--- config.mk ---
export PLATFORM = sky130hd
export DESIGN_NAME = bscp_top
export DESIGN_NICKNAME = d
export VERILOG_FILES = /design/src/design/bscp_pkg.sv /design/src/design/bscp_opt_store.sv /design/src/design/bscp_top.sv
export VERILOG_INCLUDE_DIRS = /design/src /design/src/design
export SDC_FILE = /design/constraint.sdc
export NUM_CORES = 1
export LEC_CHECK = 0
export ABC_AREA = 1
export BUFFER_PORTS_ARGS = -buffer_cell sky130_fd_sc_hd__clkbuf_2
export CAP_MARGIN = 20
export CORE_ASPECT_RATIO = 0.9
export CORE_MARGIN = 1.5
export CORE_UTILIZATION = 43
export DETAILED_ROUTE_END_ITERATION = 8
export HOLD_SLACK_MARGIN = 0.15
export PLACE_DENSITY_LB_ADDON = 0.08
export SYNTH_ARGS = -nofsm -noshare
export SYNTH_HDL_FRONTEND = slang
export SYNTH_SLANG_ARGS = --single-unit
--- constraint.sdc ---
create_clock -name clock -period 1.12 [get_ports clock]
set_input_delay 0.224 -clock clock [delete_from_list [all_inputs] [get_ports clock]]
set_output_delay 0.224 -clock clock [all_outputs]
set_load 0.02 [all_outputs]
--- src/design/bscp_consts.svh ---
// Constants for the boot select and code protection block.
// Assumes inclusion by bare name from the design files.
`ifndef BSCP_CONSTS_SVH
`define BSCP_CONSTS_SVH

// Security option bits, erased state is all ones
`define BSCP_OPT_ERASED 8'hff
`define BSCP_OPT_LOCK 0
`define BSCP_OPT_CTAB_INH 1
`define BSCP_OPT_REBOOT_AB 4
`define BSCP_OPT_REBOOT_C 5
`define BSCP_OPT_CLK_FAST 7

// isp_control_reg values and fields
`define BSCP_ISP_RESET 8'h00
`define BSCP_ISP_LDR_MODE 8'h03
`define BSCP_ISP_APP_MODE 8'h01
`define BSCP_ISP_SWRST 7

// flash_bank_select_reg fields
`define BSCP_BANK_RESET 8'h00
`define BSCP_BANK_SEL 0
`define BSCP_BANK_LDR_TGT 1

`endif

--- src/design/bscp_pkg.sv ---
// Types shared by the boot select and code protection files.
// Assumes nothing beyond a SystemVerilog compiler.
`default_nettype none
package bscp_pkg;
  typedef enum logic [1:0] {
    BSCP_TGT_APP0 = 2'b00,
    BSCP_TGT_APP1 = 2'b01,
    BSCP_TGT_LDR = 2'b10
  } bscp_tgt_t;

  typedef enum logic [0:0] {
    BSCP_SRC_APP = 1'b0,
    BSCP_SRC_LDR = 1'b1
  } bscp_src_t;
endpackage : bscp_pkg
`default_nettype wire

--- src/design/bscp_opt_store.sv ---
// Security option bit storage, program one-to-zero, erase to ones.
// Assumes the caller has already qualified write and erase strobes.
`include "bscp_consts.svh"
`default_nettype none
module bscp_opt_store (
  input wire logic clock,
  input wire logic arst_n,
  input wire logic wr_en,
  input wire logic [7:0] wdata,
  input wire logic erase,
  output logic [7:0] opt_r
);
  logic [7:0] opt_nxt;

  // Programming can only pull bits low; erase or an arst_n reset brings them back up
  assign opt_nxt = erase ? `BSCP_OPT_ERASED :
                   wr_en ? (opt_r & wdata) : opt_r;

  always_ff @(posedge clock or negedge arst_n) begin
    if (!arst_n) begin
      opt_r <= `BSCP_OPT_ERASED;
    end else begin
      opt_r <= opt_nxt;
    end
  end
endmodule : bscp_opt_store
`default_nettype wire

--- src/design/bscp_top.sv ---
// Boot source selection, in-system programming switch and code
// protection. Assumes core strobes and strap pins are synchronous.
//
// What this block does
// - Option bits once programmed low stay low until a full erase or arst_n reset.
// - The option register is reachable only in programmer mode.
// - A low lock bit refuses programmer flash and option access.
// - With inhibit low, external table reads never see internal code.
// - Table reads from internal code may always read both memories.
// - With inhibit high, table reads are not restricted.
// - Reboot bit 4 low with straps a and b low boots the loader.
// - Reboot bit 5 low with strap c low boots the loader.
// - Idle with isp value 03h switches to loader and resets the core.
// - Strap reboot also selects the loader as program source.
// - The software reboot bit returns to application and resets.
// - A loader may update application bank 0 or 1 by bank select.
// - Idle with isp value 01h allows updates without any reset.
// - Without a reboot strap the core starts in application flash.
`include "bscp_consts.svh"
`default_nettype none
module bscp_top (
  input wire logic clock,
  input wire logic arst_n,
  input wire logic rst_pin,
  input wire logic strap_pin_a,
  input wire logic strap_pin_b,
  input wire logic strap_pin_c,
  input wire logic prog_mode,
  input wire logic prog_opt_wr,
  input wire logic prog_opt_rd,
  input wire logic [7:0] prog_wdata,
  input wire logic prog_flash_req,
  input wire logic prog_erase_all,
  input wire logic cpu_idle,
  input wire logic cpu_isp_wr,
  input wire logic [7:0] cpu_isp_wdata,
  input wire logic cpu_bank_wr,
  input wire logic [7:0] cpu_bank_wdata,
  input wire logic ctab_req,
  input wire logic ctab_in_internal,
  input wire logic ctab_tgt_internal,
  output logic fetch_from_loader_r,
  output logic cpu_reset_r,
  output logic update_en_r,
  output logic [1:0] update_target_r,
  output logic [7:0] isp_rdata_r,
  output logic [7:0] bank_rdata_r,
  output logic ctab_done_r,
  output logic ctab_internal_ok_r,
  output logic clk_fast_r,
  output logic prog_ack_r,
  output logic prog_refused_r,
  output logic [7:0] prog_rdata_r,
  output logic prog_flash_grant_r
);
  logic [7:0] opt_q;
  logic [7:0] isp_r;
  logic [7:0] isp_nxt;
  logic [7:0] bank_r;
  logic app_mode_r;
  logic app_mode_nxt;
  logic fetch_nxt;
  logic reboot_pulse;

  // Programmer side qualification
  wire prog_any = prog_opt_wr | prog_opt_rd | prog_flash_req;
  wire locked = ~opt_q[`BSCP_OPT_LOCK];
  wire prog_ok = prog_mode & ~locked;
  wire store_wr = prog_ok & prog_opt_wr;
  // Erase-all stays open when locked, else a locked part is a brick
  wire store_erase = prog_mode & prog_erase_all;

  bscp_opt_store u_store (
    .clock(clock),
    .arst_n(arst_n),
    .wr_en(store_wr),
    .wdata(prog_wdata),
    .erase(store_erase),
    .opt_r(opt_q)
  );

  // Strap reboot decode
  wire boot_ab = ~opt_q[`BSCP_OPT_REBOOT_AB] & ~strap_pin_a &
                 ~strap_pin_b;
  wire boot_c = ~opt_q[`BSCP_OPT_REBOOT_C] & ~strap_pin_c;
  wire boot_ldr = boot_ab | boot_c;

  // Core side events, a reboot write beats idle in the same cycle
  wire sw_reboot = cpu_isp_wr & cpu_isp_wdata[`BSCP_ISP_SWRST];
  wire idle_ldr = cpu_idle & ~cpu_isp_wr &
                  (isp_r == `BSCP_ISP_LDR_MODE);
  wire idle_app = cpu_idle & ~cpu_isp_wr &
                  (isp_r == `BSCP_ISP_APP_MODE);

  // Straps are followed while the pin holds reset, so the value kept
  // is the one seen on the last reset cycle
  assign fetch_nxt = rst_pin ? boot_ldr :
                     sw_reboot ? 1'b0 :
                     idle_ldr ? 1'b1 : fetch_from_loader_r;
  assign reboot_pulse = ~rst_pin & (sw_reboot | idle_ldr);
  assign isp_nxt = rst_pin ? `BSCP_ISP_RESET :
                   sw_reboot ? `BSCP_ISP_RESET :
                   cpu_isp_wr ? cpu_isp_wdata :
                   idle_ldr ? `BSCP_ISP_RESET : isp_r;
  // Idle with isp value 01h sets the update flag; an isp write in the same cycle blocks idle and clears it
  assign app_mode_nxt = rst_pin ? 1'b0 :
                        idle_app ? 1'b1 :
                        (cpu_isp_wr | reboot_pulse) ? 1'b0 : app_mode_r;

  // Update target: loader code writes only application banks
  wire [1:0] tgt_nxt = fetch_nxt ?
    {1'b0, bank_r[`BSCP_BANK_SEL]} :
    (bank_r[`BSCP_BANK_LDR_TGT] ? bscp_pkg::BSCP_TGT_LDR :
     {1'b0, bank_r[`BSCP_BANK_SEL]});

  // Inhibit only blocks external code reading internal memory
  wire ctab_ok = ~ctab_tgt_internal | ctab_in_internal |
                 opt_q[`BSCP_OPT_CTAB_INH];

  always_ff @(posedge clock or negedge arst_n) begin
    if (!arst_n) begin
      fetch_from_loader_r <= bscp_pkg::BSCP_SRC_APP;
      cpu_reset_r <= 1'b1;
      isp_r <= `BSCP_ISP_RESET;
      app_mode_r <= 1'b0;
      update_en_r <= 1'b0;
      update_target_r <= bscp_pkg::BSCP_TGT_APP0;
    end else begin
      fetch_from_loader_r <= fetch_nxt;
      cpu_reset_r <= rst_pin | reboot_pulse;
      isp_r <= isp_nxt;
      app_mode_r <= app_mode_nxt;
      update_en_r <= fetch_nxt & ~rst_pin | app_mode_nxt;
      update_target_r <= tgt_nxt;
    end
  end

  always_ff @(posedge clock or negedge arst_n) begin
    if (!arst_n) begin
      bank_r <= `BSCP_BANK_RESET;
    end else if (rst_pin) begin
      bank_r <= `BSCP_BANK_RESET;
    end else if (cpu_bank_wr) begin
      bank_r <= cpu_bank_wdata;
    end
  end

  always_ff @(posedge clock or negedge arst_n) begin
    if (!arst_n) begin
      isp_rdata_r <= `BSCP_ISP_RESET;
      bank_rdata_r <= `BSCP_BANK_RESET;
      clk_fast_r <= 1'b1;
      ctab_done_r <= 1'b0;
      ctab_internal_ok_r <= 1'b0;
    end else begin
      isp_rdata_r <= isp_nxt;
      bank_rdata_r <= bank_r;
      // Frequency bit is the programmer's to set right
      clk_fast_r <= opt_q[`BSCP_OPT_CLK_FAST];
      ctab_done_r <= ctab_req;
      ctab_internal_ok_r <= ctab_req & ctab_ok;
    end
  end

  always_ff @(posedge clock or negedge arst_n) begin
    if (!arst_n) begin
      prog_ack_r <= 1'b0;
      prog_refused_r <= 1'b0;
      prog_rdata_r <= 8'h00;
      prog_flash_grant_r <= 1'b0;
    end else begin
      prog_ack_r <= prog_ok & prog_any | store_erase;
      prog_refused_r <= prog_mode & locked & prog_any;
      prog_flash_grant_r <= prog_ok & prog_flash_req;
      if (prog_ok & prog_opt_rd) begin
        prog_rdata_r <= opt_q;
      end
    end
  end
endmodule : bscp_top
`default_nettype wire

* Word level (Yosys, flattened, before mapping)
Cells that the tools add are included. W data, S select, Z words.
Cells by class: equality and inequality tests 2, mux-type cells 16, bitwise logic cells 38, reductions and logical operators 3
Operators by type and width (count):
- $mux W8 | 8
- $and A1 B1 Y1 | 18
- $or A1 B1 Y1 | 10
- $not A1 Y1 | 9
- $and A8 B8 Y8 | 1
- $eq A8 B1 Y1 const B | 1
- $eq A8 B2 Y1 const B | 1
- $mux W1 | 6
- $mux W2 | 2
- $reduce_bool A2 Y1 | 2
- $reduce_bool A4 Y1 | 1
Word-level totals: register bits after elaboration 52, input port bits 41, output and inout bits 35

* Logic depth before layout (Yosys ltp)
word-level depth 10, mapped depth 9

* Modules after synthesis
From an unflattened synthesis, not the netlist that was laid out.
Unflattened totals: cell total of the unflattened synthesis 196, area, all modules 2025.7 um^2
Modules (own cells, without submodules):
- bscp_top | instances 1, cells each 154, area an instance 1680.4 um^2
- bscp_opt_store | instances 1, cells each 42, area an instance 345.3 um^2

* Least setup slack after synthesis
OpenSTA, ideal clock, no wires.
path type register -> register, from register u_store.opt_r[0], to register prog_rdata_r[2], library setup time 128 ps, arrival time 1070 ps, path slack -78 ps, cell stages (with the launch flop) 5, period minus slack after synthesis 1198 ps, cells stage by stage dfstp_2 > nand2_1 > inv_2 > nand2_2 > mux2_1
Between the ends: longest elaborated chain between the ends 2
Ends and longest elaborated chain:
- from (decl) | RTL line bscp_opt_store.sv:11 | output logic [7:0] opt_r
- from (signal assigned) | RTL line bscp_opt_store.sv:21 | opt_r <= `BSCP_OPT_ERASED;
- from (signal assigned) | RTL line bscp_opt_store.sv:23 | opt_r <= opt_nxt;
- $and A1 B1 Y1 | RTL line bscp_top.sv:68 | wire prog_ok = prog_mode & ~locked;
- $and A1 B1 Y1 | RTL line bscp_top.sv:175 | if (prog_ok & prog_opt_rd) begin
- to (signal assigned) | RTL line bscp_top.sv:176 | prog_rdata_r <= opt_q;
- to (decl) | RTL line bscp_top.sv:53 | output logic [7:0] prog_rdata_r,
Every way passes these cells. A chain may end at the register's enable or synchronous reset.

* Final worst setup path
from register u_store.opt_r[0], to register prog_rdata_r[5]
The elaborated chain is that of the path after synthesis.

==> results.sh <==
export IMPL_cts_root_buf="clkbuf_8"
export IMPL_nFillCells=330
export IMPL_synth_main_ff_cell="dfrtp_1"
export IMPL_critical_path_required_ns=1.31
export IMPL_path_clk_slew_ns=0.09
export IMPL_tns_ns=-1.52
export IMPL_critPathTopFamily="flip-flops"
export IMPL_die_area_mm2=0.00491
export IMPL_vias=1551
export IMPL_diodes=0
export IMPL_drt_wl_total_um=4120
export IMPL_synth_seq_cells=51
export IMPL_gp_congestion=0.723
export IMPL_tritoncts="yes"
export IMPL_drive_above_1_share_pct=49.2
export IMPL_crit_slowest_cell="dfstp_2"
export IMPL_grt_start_max_net_pins=52
export IMPL_ir_worst_vdd_uv=1380
export IMPL_arrival_ns=1.42
export IMPL_gr_total_overflow=0
export IMPL_rsz0062_at_grt="true"
export IMPL_crit_chain="nand2_2, inv_2, nand2_4, mux2_4"
export IMPL_clock_fmax_mhz=813
export IMPL_reg2reg_from="u_store.opt_r[0]$_DFFE_PN1P_"
export IMPL_area_delta_synth_final_pct=56.8
export IMPL_start_util_pct=46.0
export IMPL_rrSetupSlack_ns=-0.11
export IMPL_avgSynthCellArea_um2=10.9
export IMPL_synth_edff_count=0
export IMPL_grtUsageTotal_pct=19.0
export IMPL_hpwl_um=2710
export IMPL_timing_hold_violations_final=0
export IMPL_drt_pass1_iter_count=4
export IMPL_yosysTopAreaCell="dfrtp_1"
export IMPL_violations="negative setup slack"
export IMPL_endpoint_kind="register"
export IMPL_cpPeakStageDelay_ns=0.54
export IMPL_critPathKind="reg2reg"
export IMPL_yosysMostFrequentCell="dfrtp_1"
export IMPL_post_synth_top_area_fraction_pct=53.0
export IMPL_min_path_cells=3
export IMPL_status="complete, but fails checks"
export IMPL_drc=0
export IMPL_grt_pass1_vias=1569
export IMPL_min_delay_start="cpu_bank_wdata[2]"
export IMPL_clockBufferDepth=2
export IMPL_port_buffers=74
export IMPL_rows=22
export IMPL_cts_htree_levels=2
export IMPL_final_antenna_net_count=0
export IMPL_timing_rr_end="prog_rdata_r[5]$_DFFE_PN0P_"
export IMPL_startpoint="u_store.opt_r[0]$_DFFE_PN1P_"
export IMPL_setup_viol=24
export IMPL_synthCells=178
export IMPL_pre_cts_ws_ns=-0.0632
export IMPL_ff2ff_path_depth=4
export IMPL_cp_num_buf_inv=1
export IMPL_hold_path_end="bank_r[2]$_DFFE_PN0P_"
export IMPL_die_w_um=73.7
export IMPL_critPathMaxFanout=7
export IMPL_vias_per_cell=4.37
export IMPL_synth_area_top_cells="dfrtp_1 53%, dfstp_2 14%, nand2_1 5.4%"
export IMPL_crit_path_start_kind="register"
export IMPL_insertion_delay_ns=0.30
export IMPL_die_h_um=66.7
export IMPL_netlist_area_mm2=0.00194
export IMPL_cts_sinks=51
export IMPL_core_region_area_mm2=0.00421
export IMPL_finalCritPeriodShare_pct=110
export IMPL_synth_yosys_seq_area_share_pct=66.6
export IMPL_hold_path_class="in2reg"
export IMPL_grt_antenna_before_repair=0
export IMPL_nNetsFinal=335
export IMPL_yosysWarnings=0
export IMPL_yosysUniqueCellTypes=24
export IMPL_wl_per_cell_um=11.6
export IMPL_drt_initial_drc_count=47
export IMPL_hold_ws_ns=0.152
export IMPL_num_io_pins=76
export IMPL_min_period_ns=1.23
export IMPL_async_reset_ff_share_pct=100
export IMPL_numCtsBuffers=5
export IMPL_clock_skew_ns=0.00814
export IMPL_report_final_slew_viol_count=0
export IMPL_syn_num_nets=219
export IMPL_cellPowerDensity_mw_per_mm2=1480
export IMPL_grt_pass1_wl_um=6830
export IMPL_synthTopCellsByCount="41 x dfrtp_1, 28 x nand2_1, 26 x inv_1"
export IMPL_fin_ws_ns=-0.110
export IMPL_power_leakage_nw=1.57
export IMPL_cap_violations=0
worst register-to-register path, cell delays in order (launching register included):
cell and delay [ns]:
dfstp_2 0.54, nand2_2 0.06, inv_2 0.09, nand2_4 0.11, mux2_4 0.32
layout by cell type (no fill, tap or decap):
cell type / count
inv_2: 4
buf_8: 8
o21ai_1: 23
mux2_4: 6
o21ai_0: 2
buf_12: 1
o21ai_2: 3
nor2_1: 4
bufinv_16: 2
clkbuf_8: 5
dfrtp_2: 4
nand3_2: 1
a21oi_1: 1
nor2_4: 3
clkbuf_1: 1
inv_1: 25
conb_1: 1
nor3_1: 2
nand3_1: 9
buf_2: 1
nor3b_1: 1
nand3_4: 1
dfrtp_1: 37
nand2_4: 5
dfstp_2: 10
nand2_2: 6
nand2_1: 24
buf_4: 12
clkbuf_2: 63
or2_1: 1
dlygate4sd3_1: 18
buf_6: 9
nand3b_1: 1
nor2_2: 1
sequential cells by signal, summed over array words and instances (netlist names), 2 cells and up:
| register | cells |
|---|---|
| update_target_r | 2 |
| u_store.opt_r | 8 |
| bank_rdata_r | 8 |
| isp_rdata_r | 7 |
| bank_r | 8 |
| prog_rdata_r | 8 |
how the worst max path moves through the flow:
stage / to / slack (ns) / cells after the start
after floorplan: prog_rdata_r[2]$_DFFE_PN0P_ / -0.03 / 4
after global placement: prog_rdata_r[4]$_DFFE_PN0P_ / -0.03 / 4
after detailed placement: prog_rdata_r[2]$_DFFE_PN0P_ / -0.06 / 4
after CTS: isp_rdata_r[2] / -0.08 / 2
after global routing: prog_rdata_r[5]$_DFFE_PN0P_ / -0.14 / 4
final: prog_rdata_r[5]$_DFFE_PN0P_ / -0.11 / 4
timing repair:
action	in CTS	in global routing
setup endpoints to repair	31	38
endpoints found under the hold margin	58	0
gates cloned	0	0
buffers inserted	3	2
hold buffers	18	0
pin swaps	1	8
gates resized for setup	28	33
report_power, final:
group / internal, mW / switching (mW) / total, mW
clock network: 0.892 / 0.573 / 1.46
logic: 0.429 / 0.458 / 0.887
registers: 2.05 / 0.105 / 2.15
per-layer routing:
layer  vias to the layer above  track usage (%)  wire [µm]
li1                        791                -          -
met1                       701             22.0       1660
met2                        50             32.3       2190
met3                         9             4.54        175
met4                         0             9.95         92
met5                         -                0          0
metrics by stage:
stage / power (mW) / std cells / area [µm²] / util [%]
floorplan: 2.54 / 178 / 1960 / -
global placement: 2.87 / 324 / 2510 / 59.6
detailed placement: 2.88 / 324 / 2510 / 59.6
CTS: 4.48 / 353 / 2960 / 70.4
global route: 4.72 / 355 / 3040 / 72.1
finish: 4.51 / 355 / 3040 / 72.1
logic make-up after synthesis:
logic type | count (synthesis) | share of synthesized area, %
AOI/OAI and AO/OA | 29 | 7.50
buffers and inverters | 32 | 6.46
DFF | 51 | 66.6
muxes | 6 | 3.49
other | 1 | 0.194
and+or+nand+nor | 59 | 15.8
area by class of cell:
type,instances,area [µm²],share of cell area (%)
Clock buffer,6,72.6,2.39
Clock inverter,2,60.1,1.98
Inverter,29,109,3.59
Multi-Input combinational cell,95,593,19.5
Sequential cell,51,1290,42.6
Tap cell,60,75.1,2.47
Timing Repair Buffer,112,832,27.4
Power figures use the tool's default switching activity.
